`src/rtl/lbsa_pkg.sv`:
```
package lbsa_pkg;

   // ==========================================================
   // Register addresses on the special-function register port
   // ==========================================================
   localparam logic [7:0] SCON_ADDR      = 8'hc8;
   localparam logic [7:0] LINCTL_ADDR    = 8'hc9;
   localparam logic [7:0] PINCFG_ADDR    = 8'hca;
   localparam logic [7:0] RELOAD_LO_ADDR = 8'hcb;
   localparam logic [7:0] RELOAD_HI_ADDR = 8'hcc;

   // ==========================================================
   // Field positions and reset values
   // ==========================================================
   localparam int OVR_BIT  = 7;
   localparam int PARITY_ERROR_FLAG_BIT = 6;
   localparam int REN_BIT  = 4;
   localparam int TBX_BIT  = 3;
   localparam int RBX_BIT  = 2;
   localparam int TI_BIT   = 1;
   localparam int RI_BIT   = 0;

   localparam logic [7:0]  SCON_RESET   = 8'h00;
   localparam logic [7:0]  LINCTL_RESET = 8'h00;
   localparam logic [1:0]  RX_SOURCE_SELECT_RESET  = 2'h0;
   localparam logic [15:0] RELOAD_RESET = 16'h0000;

   // ==========================================================
   // Measurement figures
   // ==========================================================
   localparam logic [16:0] RELOAD_SPAN       = 17'h10000;
   localparam logic [16:0] MIN_RELOAD_COUNT  = 17'h00032;
   localparam logic [15:0] MAX_RELOAD        = 16'hffce;
   localparam logic [20:0] BREAK_BITS        = 21'h00000b;
   localparam logic [2:0]  SYNC_RISE_EDGES   = 3'h5;
   localparam logic [19:0] SYNC_TIMEOUT_TICKS = 20'h186a0;

   // ==========================================================
   // Types
   // ==========================================================
   typedef struct packed {
      logic lin_mode_enable;
      logic autobaud_enable;
      logic break_done_irq_enable;
      logic sync_detected_irq_enable;
      logic sync_timeout_irq_enable;
      logic break_done_flag;
      logic sync_detected_flag;
      logic sync_timeout_flag;
   } lbsa_lin_ctrl_type;

   typedef enum logic [2:0] {
      ST_IDLE,
      ST_DELIM,
      ST_START,
      ST_FIRST,
      ST_MEAS
   } lbsa_sync_state_type;

endpackage

```
`src/rtl/lbsa_lin_autobaud.sv`:
```
`timescale 1ns/1ps
// Behaviour
// - LIN mode enables break detection on all received data; sync detection follows a break.
// - A break seen mid-stream restarts sync detection from that break.
// - A detected break sets the break done flag.
// - Valid sync sets sync detected; sync timeout sets sync timeout flag.
// - Each flag reaches the interrupt only when its own enable is set.
// - Autobaud runs when its enable is set, with or without LIN mode.
// - In LIN mode baud changes only after break, delimiter, then 0x55.
// - In LIN mode autobaud ignores ordinary frames without a break.
// - Without LIN mode the next word is measured as 0x55, no break.
// - Sync duration in prescaled ticks gives the new reload value.
// - Ticks count from first to last rising edge of the sync field.
// - Reload count is at least 50; written reload never above 65486.
// - Receive input comes from crossbar or logic unit 0, 1 or 2.
// - Character dropped on full receive FIFO sets overrun flag bit 7.
// - Parity failure of oldest FIFO byte sets parity flag bit 6.
// - Receive enable bit 4 low stops loading characters into FIFO.
module lbsa_lin_autobaud #(
   parameter logic [19:0] SYNC_TIMEOUT = lbsa_pkg::SYNC_TIMEOUT_TICKS
) (
   input  wire logic        mclk_i,
   input  wire logic        reset_i,
   input  wire logic [7:0]  sfr_addr_i,
   input  wire logic        sfr_wr_i,
   input  wire logic [7:0]  sfr_wdata_i,
   output logic      [7:0]  sfr_rdata_o,
   input  wire logic        rx_crossbar_i,
   input  wire logic        logic_unit_zero_i,
   input  wire logic        logic_unit_one_i,
   input  wire logic        logic_unit_two_i,
   input  wire logic        presc_tick_i,
   input  wire logic        char_done_i,
   input  wire logic        fifo_full_i,
   input  wire logic        fifo_nonempty_i,
   input  wire logic        parity_enable_i,
   input  wire logic        head_parity_err_i,
   input  wire logic        extra_receive_bit_i,
   input  wire logic        tx_done_i,
   output logic             serial_rx_o,
   output logic             fifo_load_o,
   output logic [15:0]      baud_reload_o,
   output logic             irq_o
);

   // ==========================================================
   // Register file
   // ==========================================================
   logic [7:0]                  scon_q, scon_d;
   lbsa_pkg::lbsa_lin_ctrl_type lin_q, lin_d;
   logic [1:0]                  rx_source_select_q, rx_source_select_d;
   logic [15:0]                 reload_q, reload_d;
   logic [7:0]                  rdata_d;
   logic                        rx_d, load_d, irq_d;
   logic                        brk_evt, sync_evt, to_evt;
   logic [15:0]                 new_reload;

   always_comb begin
      scon_d   = scon_q;
      lin_d    = lin_q;
      rx_source_select_d  = rx_source_select_q;
      reload_d = reload_q;
      if (sfr_wr_i) begin
         unique case (sfr_addr_i)
            lbsa_pkg::SCON_ADDR: begin
               scon_d = sfr_wdata_i & 8'hda;
            end
            lbsa_pkg::LINCTL_ADDR: begin
               // Flags are cleared by writing zero; a one leaves them.
               lin_d = lbsa_pkg::lbsa_lin_ctrl_type'(
                  (sfr_wdata_i & 8'hf8) | (sfr_wdata_i & lin_q & 8'h07));
            end
            lbsa_pkg::PINCFG_ADDR: begin
               rx_source_select_d = sfr_wdata_i[1:0];
            end
            lbsa_pkg::RELOAD_LO_ADDR: begin
               reload_d[7:0] = sfr_wdata_i;
            end
            lbsa_pkg::RELOAD_HI_ADDR: begin
               reload_d[15:8] = sfr_wdata_i;
            end
            default: begin
            end
         endcase
      end
      // Hardware sets win over a clear written in the same cycle.
      if (char_done_i && scon_q[lbsa_pkg::REN_BIT] && fifo_full_i)
         scon_d[lbsa_pkg::OVR_BIT] = 1'b1;
      if (parity_enable_i && head_parity_err_i)
         scon_d[lbsa_pkg::PARITY_ERROR_FLAG_BIT] = 1'b1;
      if (tx_done_i)
         scon_d[lbsa_pkg::TI_BIT] = 1'b1;
      if (brk_evt)
         lin_d.break_done_flag = 1'b1;
      if (sync_evt)
         lin_d.sync_detected_flag = 1'b1;
      if (to_evt)
         lin_d.sync_timeout_flag = 1'b1;
      if (sync_evt && lin_q.autobaud_enable)
         reload_d = new_reload;
      unique case (rx_source_select_q)
         2'h0: rx_d = rx_crossbar_i;
         2'h1: rx_d = logic_unit_zero_i;
         2'h2: rx_d = logic_unit_one_i;
         2'h3: rx_d = logic_unit_two_i;
      endcase
      load_d = char_done_i && scon_q[lbsa_pkg::REN_BIT]
               && !fifo_full_i;
      irq_d = (lin_q.break_done_flag && lin_q.break_done_irq_enable)
           || (lin_q.sync_detected_flag && lin_q.sync_detected_irq_enable)
           || (lin_q.sync_timeout_flag
               && lin_q.sync_timeout_irq_enable);
      unique case (sfr_addr_i)
         lbsa_pkg::SCON_ADDR: begin
            rdata_d = scon_q;
            rdata_d[lbsa_pkg::RBX_BIT] = extra_receive_bit_i;
            rdata_d[lbsa_pkg::RI_BIT]  = fifo_nonempty_i;
         end
         lbsa_pkg::LINCTL_ADDR:    rdata_d = lin_q;
         lbsa_pkg::PINCFG_ADDR:    rdata_d = {6'h00, rx_source_select_q};
         lbsa_pkg::RELOAD_LO_ADDR: rdata_d = reload_q[7:0];
         lbsa_pkg::RELOAD_HI_ADDR: rdata_d = reload_q[15:8];
         default:                  rdata_d = 8'h00;
      endcase
   end

   always_ff @(posedge mclk_i or posedge reset_i) begin
      if (reset_i) begin
         scon_q        <= lbsa_pkg::SCON_RESET;
         lin_q         <= lbsa_pkg::LINCTL_RESET;
         rx_source_select_q       <= lbsa_pkg::RX_SOURCE_SELECT_RESET;
         reload_q      <= lbsa_pkg::RELOAD_RESET;
         sfr_rdata_o   <= 8'h00;
         serial_rx_o   <= 1'b1;
         fifo_load_o   <= 1'b0;
         irq_o         <= 1'b0;
      end else begin
         scon_q        <= scon_d;
         lin_q         <= lin_d;
         rx_source_select_q       <= rx_source_select_d;
         reload_q      <= reload_d;
         sfr_rdata_o   <= rdata_d;
         serial_rx_o   <= rx_d;
         fifo_load_o   <= load_d;
         irq_o         <= irq_d;
      end
   end

   assign baud_reload_o = reload_q;

   // ==========================================================
   // Break and sync detector
   // ==========================================================
   lbsa_pkg::lbsa_sync_state_type st_q, st_d;
   logic        prev_q, prev_d;
   logic [20:0] low_q, low_d, meas_q, meas_d, brk_thr;
   logic [19:0] to_q, to_d;
   logic [2:0]  edge_q, edge_d;
   logic [17:0] bit_ticks;
   logic [16:0] rc;
   logic        rise, fall;

   always_comb begin
      st_d   = st_q;
      low_d  = low_q;
      meas_d = meas_q;
      to_d   = to_q;
      edge_d = edge_q;
      prev_d = serial_rx_o;
      rise   = serial_rx_o && !prev_q;
      fall   = !serial_rx_o && prev_q;
      brk_evt  = 1'b0;
      sync_evt = 1'b0;
      to_evt   = 1'b0;
      // A break is eleven bit times low; one bit is two reload overflows.
      bit_ticks = 18'((lbsa_pkg::RELOAD_SPAN - {1'b0, reload_q}) << 1);
      brk_thr   = 21'(21'(bit_ticks) * lbsa_pkg::BREAK_BITS);
      // The tick of the closing rising edge belongs to the sync field too.
      if (presc_tick_i && meas_q != 21'h1fffff)
         meas_d = meas_q + 21'h000001;
      rc = meas_d[20:4];
      if (rc < lbsa_pkg::MIN_RELOAD_COUNT)
         rc = lbsa_pkg::MIN_RELOAD_COUNT;
      new_reload = 16'(lbsa_pkg::RELOAD_SPAN - rc);
      if (serial_rx_o)
         low_d = 21'h000000;
      else if (presc_tick_i && low_q < brk_thr)
         low_d = low_q + 21'h000001;
      if (presc_tick_i && st_q != lbsa_pkg::ST_IDLE)
         to_d = to_q + 20'h00001;
      unique case (st_q)
         lbsa_pkg::ST_IDLE: begin
            if (lin_q.autobaud_enable && !lin_q.lin_mode_enable)
               st_d = lbsa_pkg::ST_START;
         end
         lbsa_pkg::ST_DELIM: if (serial_rx_o) st_d = lbsa_pkg::ST_START;
         lbsa_pkg::ST_START: if (fall) st_d = lbsa_pkg::ST_FIRST;
         lbsa_pkg::ST_FIRST: begin
            if (rise) begin
               st_d   = lbsa_pkg::ST_MEAS;
               meas_d = 21'h000000;
               edge_d = 3'h1;
            end
         end
         lbsa_pkg::ST_MEAS: begin
            if (rise) begin
               edge_d = edge_q + 3'h1;
               if (edge_d == lbsa_pkg::SYNC_RISE_EDGES) begin
                  sync_evt = 1'b1;
                  st_d     = lbsa_pkg::ST_IDLE;
               end
            end
         end
      endcase
      if (st_q == lbsa_pkg::ST_IDLE)
         to_d = 20'h00000;
      // The timeout only guards a sync that follows a break.
      if (lin_q.lin_mode_enable && st_q != lbsa_pkg::ST_IDLE
          && !sync_evt && presc_tick_i && to_q == SYNC_TIMEOUT - 20'h1) begin
         to_evt = 1'b1;
         st_d   = lbsa_pkg::ST_IDLE;
      end
      // A break overrides any state, so one can cut into a data stream.
      if (lin_q.lin_mode_enable && !serial_rx_o && presc_tick_i
          && low_q == brk_thr - 21'h000001) begin
         brk_evt = 1'b1;
         st_d    = lbsa_pkg::ST_DELIM;
         to_d    = 20'h00000;
         to_evt  = 1'b0;
      end
   end

   always_ff @(posedge mclk_i or posedge reset_i) begin
      if (reset_i) begin
         st_q   <= lbsa_pkg::ST_IDLE;
         prev_q <= 1'b1;
         low_q  <= 21'h000000;
         meas_q <= 21'h000000;
         to_q   <= 20'h00000;
         edge_q <= 3'h0;
      end else begin
         st_q   <= st_d;
         prev_q <= prev_d;
         low_q  <= low_d;
         meas_q <= meas_d;
         to_q   <= to_d;
         edge_q <= edge_d;
      end
   end
endmodule

```
`config.mk`:
```
export PLATFORM = sky130hd
export DESIGN_NAME = lbsa_lin_autobaud
export DESIGN_NICKNAME = d
export VERILOG_FILES = /design/src/rtl/lbsa_pkg.sv /design/src/rtl/lbsa_lin_autobaud.sv
export SDC_FILE = /design/constraint.sdc
export NUM_CORES = 1
export LEC_CHECK = 0
export ABC_AREA = 1
export CAP_MARGIN = 30
export CORE_MARGIN = 3
export CORE_UTILIZATION = 55
export DETAILED_ROUTE_END_ITERATION = 6
export DONT_BUFFER_PORTS = 1
export HOLD_SLACK_MARGIN = 0.08
export PLACE_DENSITY = 0.76
export SYNTH_ARGS = -nofsm -noshare
export SYNTH_HDL_FRONTEND = slang
export SYNTH_SLANG_ARGS = --single-unit
```
`constraint.sdc`:
```
create_clock -name mclk_i -period 9.2 [get_ports mclk_i]
set_input_delay 0.92 -clock mclk_i [delete_from_list [all_inputs] [get_ports mclk_i]]
set_output_delay 0.92 -clock mclk_i [all_outputs]
set_load 0.02 [all_outputs]
```
# Yosys cells after proc, flatten, opt, wreduce, memory -nomap -nowiden
# Cells that the tools add are included.
[word_totals]
reg_bits = 111
[op_classes]
bitwise = 2
n_mux = 43
reduce_logical = 62
n_mul = 1
add_sub_neg = 7
order_cmp = 2
n_eq_ne = 24
[op_table]
columns = ["operator", "n"]
rows = [
  ["$mux 21", 5],
  ["$mux 20", 3],
  ["$mux 16", 3],
  ["$add 21x1->21 const B", 2],
  ["$eq 8x8->1 const B", 5],
  ["$pmux 8 s5", 1],
  ["$mux 3", 12],
  ["$reduce_bool 2->1", 17],
  ["$mux 8", 4],
  ["$reduce_and 2->1", 11],
  ["$eq 21x21->1", 1],
  ["$logic_and 1x1->1", 21],
  ["$lt 21x21->1", 1],
  ["$ne 21x21->1 const B", 1],
  ["$sub 21x1->21 const B", 1],
  ["$add 20x1->20 const B", 1],
  ["$eq 20x17->1 const B", 1],
  ["$mul 17x4->20 const B", 1],
  ["$ne 4x4->1 const B", 5],
  ["$lt 17x6->1 const B", 1],
  ["$sub 17x16->17 const A", 1],
  ["$sub 1x16->16 const A", 1],
  ["$pmux 3 s5", 1],
  ["$mux 1", 12],
  ["19 further kinds", 29],
]

# Logic depth before layout (Yosys ltp)
# Gate-level depths: netlist of run 1.
[logic_depth]
word_depth = 13
ltp_mapped = 41
ltp_nobuf = 39

# Least setup slack after synthesis of run 1
# No wires, ideal clock.
[synth_path]
path_kind = "reg2reg"
startpoint = "register reload_q[0], in the netlist baud_reload_o[0]"
endpoint = "register low_q[12]"
path_stages_with_launch = 39
slack_ps = 3772
period_less_slack_ps = 5428
n_path_buf = 1
t_required_ps = 9083
arrival_time_ps = 5311
setup_time_ps = 117
cell_sequence = "dfrtp_1 -> buf_2 -> inv_1 -> ha_1 -> nand3_1 -> nor2_1 -> inv_1 -> nor2_1 -> inv_1 -> nor2_1 -> inv_1 -> nor4_1 -> nand3_1 -> nand2_1 -> inv_1 -> ha_1 -> inv_1 -> fa_1 -> (+3 left out) -> inv_1 -> nand2_1 -> nand2_1 -> a21oi_1 -> nand2_1 -> nand2_1 -> nand2_2 -> ha_1 -> nand2_1 -> nor2_1 -> a211oi_1 -> a31oi_1 -> o211ai_1 -> nand2_1 -> nor2_1 -> nand2_1 -> nor2_1 -> nor2_1"
[synth_via]
elab_chain_cells = 5
[synth_lines]
columns = ["element", "line", "text"]
rows = [
  ["from (decl)", "lbsa_lin_autobaud.sv:52", "logic [15:0] reload_q, reload_d;"],
  ["from (signal assigned)", "lbsa_lin_autobaud.sv:132", "reload_q <= lbsa_pkg::RELOAD_RESET;"],
  ["from (signal assigned)", "lbsa_lin_autobaud.sv:141", "reload_q <= reload_d;"],
  ["$sub 17x16->17", "lbsa_lin_autobaud.sv:176", "bit_ticks = 18'((lbsa_pkg::RELOAD_SPAN - {1'b0, reload_q}) << 1);"],
  ["$mul 17x4->20", "lbsa_lin_autobaud.sv:177", "brk_thr = 21'(21'(bit_ticks) * lbsa_pkg::BREAK_BITS);"],
  ["$lt 21x21->1", "lbsa_lin_autobaud.sv:187", "else if (presc_tick_i && low_q < brk_thr)"],
  ["$logic_and 1x1->1", "lbsa_lin_autobaud.sv:187", ""],
  ["$reduce_bool 2->1 (no line)", "n/a", ""],
  ["to (signal assigned)", "lbsa_lin_autobaud.sv:244", "low_q <= low_d;"],
  ["to (decl)", "lbsa_lin_autobaud.sv:156", "logic [20:0] low_q, low_d, meas_q, meas_d, brk_thr;"],
]
# No other way between the ends.
# A chain may end at the register's enable or synchronous reset.

# Worst setup path in the final report of run 1
[layout_path]
startpoint = "register reload_q[0], in the netlist baud_reload_o[0]"
endpoint = "register low_q[14]"
# Same word-level chain as after synthesis.

==> results of run 1 <==
[state kept, by name, summed over array words and instances, names as in the netlist, 2 cells and up]
| name | flops |
|---|---|
| low_q | 21 |
| meas_q | 21 |
| to_q | 20 |
| baud_reload_o | 16 |
| lin_q | 8 |
| sfr_rdata_o | 8 |
| scon_q | 5 |
| edge_q | 3 |
| st_q | 3 |
| rx_source_select_q | 2 |
[critical path, delay by kind of cell, from the launching register on]
family / cells / cell delay (ps)
and+or+nand+nor: 18 / 2280
adders and majority gates: 5 / 1770
buffers and inverters: 9 / 1030
AOI/OAI and AO/OA: 4 / 730
DFF: 1 / 610
[worst max-delay path by stage]
stage	start	end	slack, ps	cells past startpoint
2_1_floorplan	baud_reload_o[0]$_DFFE_PP0P_	low_q[12]$_DFFE_PP0P_	3770	38
3_3_place_gp	baud_reload_o[0]$_DFFE_PP0P_	low_q[14]$_DFFE_PP0P_	3040	36
3_5_place_dp	baud_reload_o[0]$_DFFE_PP0P_	low_q[14]$_DFFE_PP0P_	2880	36
4_1_cts	baud_reload_o[0]$_DFFE_PP0P_	low_q[14]$_DFFE_PP0P_	2850	36
5_1_grt	baud_reload_o[0]$_DFFE_PP0P_	low_q[14]$_DFFE_PP0P_	2120	36
6_report	baud_reload_o[0]$_DFFE_PP0P_	low_q[14]$_DFFE_PP0P_	2730	36
[layer usage]
layer / track usage / routed length, microns / vias up
met4: 0.1021 / 793 / 0
met5: 0 / 0 / -
li1: - / - / 5182
met2: 0.4871 / 13600 / 280
met3: 0.05258 / 1749 / 48
met1: 0.3597 / 12170 / 4668
[power by group through the flow]
stage,combinational (mW),sequential (mW),clock [mW]
2_1_floorplan,2.13,0.617,0
3_3_place_gp,2.61,0.639,0
3_5_place_dp,2.67,0.639,0
4_1_cts,2.68,0.631,0.394
5_1_grt,3.12,0.642,0.411
6_report,2.69,0.634,0.389
[cells in the mapped netlist (17+ instances only)]
master   count  area, sq um
inv_1      290         1089
nand3_1    149        745.7
nand2_1    461         1730
ha_1        58        725.7
nor3_1      45        225.2
o21ai_0     42        210.2
nor2_1     178        668.1
dfrtp_1    109         2728
xor2_1      42        367.9
a21oi_1     34        170.2
nand2_2     17        106.4
nand4_1     42        262.8
[cell families after synthesis]
family	count (synthesis)	synth area share
flops	111	0.2664
compound gates	128	0.07420
buf+inv	318	0.1190
xor+xnor	51	0.04352
fa+ha+maj	72	0.09638
mux	2	0.002158
simple gates	947	0.3983
[final cells by class]
cell class,count,area (sq um),area share
antenna,1,2.502,0.0002291
inverter,298,1121,0.1026
multi-input combinational,1200,6415,0.5872
sequential,111,2780,0.2545
clock buffer,10,229.0,0.02096
timing repair buffer,2,35.03,0.003207
clock inverter,6,55.05,0.005040
tap,229,286.5,0.02623
[per-stage QoR]
| step | worst slack [ps] | util | hold WS [ps] | cell area, sq um |
|---|---|---|---|---|
| after detailed placement | 2878 | 0.5788 | 485.4 | 10610 |
| after global placement | 3042 | 0.5788 | 468.0 | 10610 |
| after floorplan | 3772 | - | 406.3 | 10440 |
| after CTS | 2846 | 0.5943 | 449.7 | 10890 |
| after global routing | 2116 | 0.5958 | 457.6 | 10920 |
| final | 2727 | 0.5959 | 442.9 | 10920 |
==> flow_summary.toml, run 1 <==
[run_status]
status = "complete, no violations"

[synthesis]
async_flop_share = 1.000
ys.flop_type = "dfrtp_1"
synthDistinctLibCells = 54
synth_edf_count = 0
synth_fp_nets = 1732
netlist_area_sq_um = 10440
yosys_warnings = 0
syn_area_per_cell_sq_um = 6.407
ys_ff_latch = 111
syn_inst = 1629
yosysSeqAreaShare = 0.2664

[drt]
antenna_left = 0
wire_per_inst_microns = 15.25
drc_errors = 0
viasPerCell = 5.481
drt_iter0_drc = 816
vias = 10180
firstDrtPassIters = 5
drt_wl_total_microns = 28320

[critical_path]
cp_data_required_time_ps = 9510
crit_top_cell = "inv_1"
start_kind = "register"
slowest_stage = "dfrtp_1"
critPathKind = "register to register"
r2r-start = "baud_reload_o[0]$_DFFE_PP0P_"
slowest_delay_ps = 610
r2r_slack_ps = 2730
cp_max_fo = 12
cp-end-kind = "register"
crit_arrival_ps = 6780
r2r-end = "low_q[14]$_DFFE_PP0P_"
ff2ff_path_depth = 36

[cells_and_area]
instances_no_fill = 1857
area_growth_pct = 4.663
layout_common_cells = "nand2_1 (461), inv_1 (289), nor2_1 (178)"
drive_gt1_frac = 0.04978
fill_cells = 1817
layout_commonest_cell = "nand2_1"
fin_nets = 1725

[place]
gp_congestion = 0.9136
dp_hpwl_microns = 22970
placed_cells = 1839
port_buffers = 0

[global_routing]
grt_pass1_wl_microns = 47270
globalRouteTotalUtil = 0.2844
antenna_found_initial = 0
grt_max_degree = 75
gr-total-overflow = 0
grt_pass1_vias = 9770

[sta]
setup_viol = 0
fin_skew_ps = 14.93
post-route-min-period_ps = 6473
setup_tns_ps = 0
drv_slew = 0
worst_slew_pin_slew_ps = 1019
hold_violations = 0
fmax_mhz = 154.5
finalCritPeriodShare = 0.7036
maxSlewHeadroom = 0.3178
rsz0062_at_grt = "false"

[power]
sw_frac_of_total = 0.5679
clkPwrFrac = 0.105
p_switching_mw = 2.111
seqPwrFrac = 0.170
internal_power_mw = 1.606
p_total_mw = 3.718
p_comb_frac = 0.725
powerDensity_nw_per_um2 = 340.3
irDropWorstVdd_v = 0.0001427
leakage_nw = 5.718

[cts]
cts_made_buffers = 9
htree_levels = 3
cts_tree = "done"
cts-resized-gates = 0
cts_root_buf = "clkbuf_16"
cts_setup_buffers = 0
cts_sinks = 111
cts_hold_buf = 0
clock_latency_ps = 370
clockBufferDepth = 2
path_clk_slew_ps = 80

[floorplanning]
fp-row-count = 49
die-height_microns = 143.8
ios = 58
dieArea_sq_um = 20670
core_area_sq_um = 18330
die_w_microns = 143.8
initial_core_util = 0.5694

[hold_path]
holdCritPathClass = "primary input to async pin"

[flow_run]
cap_violations = 0
Power figures use the tool's default switching activity.
==> run 2, diff against run 1 <==
clock period = 6.7 ns   (was 9.2 ns; I/O delays follow)
==> flow_summary.toml, run 2 (synthesis gave the netlist of run 1 again) <==
[floorplanning]
core_area_sq_um = 18330
die-height_microns = 143.8
fp-row-count = 49
dieArea_sq_um = 20670
ios = 58
die_w_microns = 143.8
initial_core_util = 0.5694

[cells_and_area]
area_growth_pct = 5.035
multi_input_area_sq_um = 6426
register_area_sq_um = 2780
drive_gt1_frac = 0.05344
instances_no_fill = 1858
layout_commonest_cell = "nand2_1"
fill_cells = 1780
reg_top3 = "low_q x21, meas_q x21, to_q x20"
layout_common_cells = "nand2_1 (460), inv_1 (288), nor2_1 (177)"
fin_nets = 1726

[sta]
worst_slew_pin_slew_ps = 1024
finalCritPeriodShare = 0.9041
hold_violations = 0
fmax_mhz = 165.1
rsz0062_at_grt = "false"
setup_tns_ps = 0
maxSlewHeadroom = 0.3149
fin_skew_ps = 23.00
setup_viol = 0
post-route-min-period_ps = 6057
hold_slack_ps = 130.9
drv_slew = 0

[place]
dp_hpwl_microns = 23090
gp_congestion = 0.9519
port_buffers = 0
placed_cells = 1841

[critical_path]
start_kind = "register"
critPathKind = "register to register"
cp_data_required_time_ps = 6960
slowest_delay_ps = 520
crit_top_cell = "inv_1"
slowest_stage = "fa_1"
crit_arrival_ps = 6310
cp_max_fo = 20
cp-end-kind = "register"

[cts]
htree_levels = 3
clockBufferDepth = 2
path_clk_slew_ps = 90
cts_sinks = 111
clock_latency_ps = 370
cts_root_buf = "clkbuf_16"
cts_tree = "done"
cts_made_buffers = 9

[flow_run]
cap_violations = 0

[drt]
drc_errors = 0
antenna_left = 0
vias = 10270
drt_iter0_drc = 845
drt_wl_total_microns = 28260
firstDrtPassIters = 5
wire_per_inst_microns = 15.21
viasPerCell = 5.525

[power]
leakage_nw = 5.720
internal_power_mw = 2.219
irDropWorstVdd_v = 0.0002136
p_switching_mw = 2.909
p_comb_frac = 0.725
seqPwrFrac = 0.168
powerDensity_nw_per_um2 = 467.7
sw_frac_of_total = 0.5673
clkPwrFrac = 0.106

[global_routing]
grt_max_degree = 49
gr-total-overflow = 0
busiest_layer = "met2"
antenna_found_initial = 0
globalRouteTotalUtil = 0.2862
met3_usage = 0.05957
grt_pass1_vias = 9858
grt.met2_usage = 0.4922
grtUsageMet1 = 0.3599
grt_pass1_wl_microns = 47730

[hold_path]
holdCritPathClass = "primary input to async pin"

[run_status]
status = "complete, no violations"
run 2: area by class of cell:
type / count / area share
clock buffers: 9 / 0.02054
well taps: 229 / 0.02614
inverters: 298 / 0.1028
clock inverters: 7 / 0.006620
multi-input cells: 1200 / 0.5862
diodes: 1 / 0.0002283
flip-flops and latches: 111 / 0.2536
repair buffers: 3 / 0.003880
run 2: worst paths after layout:
kind	start	end	slack, ps	cells past startpoint
setup reg to reg	baud_reload_o[1]$_DFFE_PP0P_	to_q[4]$_DFFE_PP0P_	640	39
max in group asynchronous	reset_i	serial_rx_o$_DFF_PP1_	5430	3
setup / recovery	baud_reload_o[1]$_DFFE_PP0P_	to_q[4]$_DFFE_PP0P_	640	39
hold / removal	reset_i	irq_o$_DFF_PP0_	130	1
min in group mclk_i	fifo_full_i	fifo_load_o$_DFF_PP0_	370	1
hold reg to reg	scon_q[3]$_DFFE_PP0P_	scon_q[3]$_DFFE_PP0P_	500	2
run 2: stage by stage:
step	total power, mW	utilization	worst slack (ps)	instance area, sq um
6_report	5.127	0.5980	642.5	10960
5_1_grt	5.755	0.5979	69.41	10960
4_1_cts	5.105	0.5970	445.0	10940
3_5_place_dp	4.547	0.5807	497.9	10650
3_3_place_gp	4.440	0.5792	740.1	10620
2_1_floorplan	3.774	-	1272	10440
run 2: power by group through the flow:
stage / clock (mW) / combinational, mW / sequential (mW)
floorplan: 0 / 2.93 / 0.848
global placement: 0 / 3.57 / 0.872
detailed placement: 0 / 3.67 / 0.873
CTS: 0.556 / 3.69 / 0.861
global route: 0.584 / 4.29 / 0.878
finish: 0.545 / 3.72 / 0.863
run 2: metal layers:
metal / routed length, microns / vias up / part of all wire
li1: - / 5179 / -
met1: 11950 / 4711 / 0.42
met2: 13580 / 312 / 0.48
met3: 1867 / 64 / 0.066
met4: 857 / 0 / 0.030
met5: 0 / - / 0
run 2: timing repair:
action / 4_1_cts / 5_1_grt
setup endpoints to repair: 0 / 36
gates resized for setup: 0 / 6
hold buffers: 0 / 0
buffers inserted: 0 / 0
run 2: critical path: cells and delay by family, from the launching register on:
family / cells / cell delay (ps)
compound gates: 1 / 80
xor+xnor: 1 / 270
flops: 1 / 510
fa+ha+maj: 4 / 1440
simple gates: 21 / 2540
buf+inv: 12 / 1080
==> run 3, diff against run 2 <==
clock period = 6.46 ns   (was 6.7 ns; I/O delays follow)
==> flow_summary.toml, run 3 (synthesis gave the netlist of run 1 again) <==
[flow_run]
cap_violations = 0

[critical_path]
cp_max_fo = 11
cp-end-kind = "register"
cp_top_family = "simple AND/OR/NAND/NOR gates"
cp_num_buf_inv = 9
start_kind = "register"
slowest_stage = "fa_1"
critPathKind = "register to register"
slowest_delay_ps = 530
crit_top_cell = "inv_1"
cp_data_required_time_ps = 6720
crit_arrival_ps = 6170

[drt]
firstDrtPassIters = 5
viasPerCell = 5.550
drt_wl_total_microns = 28400
wire_per_inst_microns = 15.28
antenna_left = 0
vias = 10320
drt_iter0_drc = 780
drc_errors = 0

[sta]
maxSlewHeadroom = 0.3147
hold_slack_ps = 112.5
drv_slew = 0
setup_tns_ps = 0
fmax_mhz = 169.0
post-route-min-period_ps = 5916
fin_skew_ps = 13.68
worst_slew_pin_slew_ps = 1024
finalCritPeriodShare = 0.9157
setup_slack_ps = 544.4
setup_viol = 0
hold_violations = 0

[cells_and_area]
drive_gt1_frac = 0.05770
fill_cells = 1752
instances_no_fill = 1859
area_growth_pct = 5.250
fin_nets = 1727
layout_common_cells = "nand2_1 (459), inv_1 (288), nor2_1 (176)"
layout_commonest_cell = "nand2_1"
reg_top3 = "low_q x21, meas_q x21, to_q x20"

[cts]
cts_root_buf = "clkbuf_16"
clockBufferDepth = 2
path_clk_slew_ps = 80
htree_levels = 3
cts_made_buffers = 9
cts_setup_buffers = 0
cts_hold_buf = 0
cts_tree = "done"
clock_latency_ps = 360
cts_sinks = 111

[floorplanning]
die-height_microns = 143.8
dieArea_sq_um = 20670
die_w_microns = 143.8
ios = 58
core_area_sq_um = 18330
initial_core_util = 0.5694
fp-row-count = 49

[run_status]
status = "complete, no violations"

[global_routing]
grt_pass1_wl_microns = 47990
globalRouteTotalUtil = 0.2881
antenna_found_initial = 0
grt_max_degree = 49
grt_pass1_vias = 9963
gr-total-overflow = 0

[power]
irDropWorstVdd_v = 0.0002279
leakage_nw = 5.719
powerDensity_nw_per_um2 = 484.7

[place]
placed_cells = 1841
place_ws_ps = 288.4
gp_congestion = 0.9520
port_buffers = 0
dp_hpwl_microns = 23150

[hold_path]
holdCritPathClass = "primary input to async pin"
## run 3: area by class of cell
type | count | area (sq um) | area share
Antenna cell | 1 | 2.502 | 0.0002278
Tap cell | 229 | 286.5 | 0.02608
Timing Repair Buffer | 3 | 42.54 | 0.003872
Timing Repair inverter | 1 | 5.005 | 0.0004556
Multi-Input combinational cell | 1200 | 6441 | 0.5863
Inverter | 298 | 1130 | 0.1028
Sequential cell | 111 | 2781 | 0.2532
Clock buffer | 9 | 225.2 | 0.02050
Clock inverter | 7 | 71.32 | 0.006492
## run 3: final timing paths
kind	from	endpoint	slack [ps]	cells after the start
setup / recovery	baud_reload_o[1]$_DFFE_PP0P_	low_q[12]$_DFFE_PP0P_	540	34
hold / removal	reset_i	irq_o$_DFF_PP0_	110	1
setup reg to reg	baud_reload_o[1]$_DFFE_PP0P_	low_q[12]$_DFFE_PP0P_	540	34
hold reg to reg	lin_q[6]$_DFFE_PP0P_	lin_q[6]$_DFFE_PP0P_	510	1
max in group asynchronous	reset_i	serial_rx_o$_DFF_PP1_	5210	3
min in group mclk_i	fifo_full_i	fifo_load_o$_DFF_PP0_	340	1
## run 3: timing repair
action,4_1_cts,5_1_grt
endpoints found under the hold margin,0,0
gates resized for setup,0,13
setup endpoints to repair,0,44
## run 3: power breakdown
part | switching, mW | internal (mW) | total (mW)
Combinational | 2.61 | 1.25 | 3.86
Sequential | 0.112 | 0.784 | 0.896
Clock | 0.291 | 0.274 | 0.565
Total | 3.01 | 2.31 | 5.32
## run 3: metrics by stage
step                  util  power (mW)  cell area (sq um)
CTS                 0.5969       5.299              10940
global placement    0.5792       4.605              10620
detailed placement  0.5807       4.718              10650
global route        0.5991       5.984              10980
floorplan                -       3.914              10440
finish              0.5993       5.325              10990
## run 3: metal layers
| layer | vias up | global-route usage | part of all wire |
|---|---|---|---|
| met4 | 0 | 0.08870 | 0.028 |
| met3 | 70 | 0.06323 | 0.062 |
| li1 | 5181 | - | - |
| met5 | - | 0 | 0 |
| met1 | 4772 | 0.3565 | 0.43 |
| met2 | 295 | 0.5031 | 0.48 |
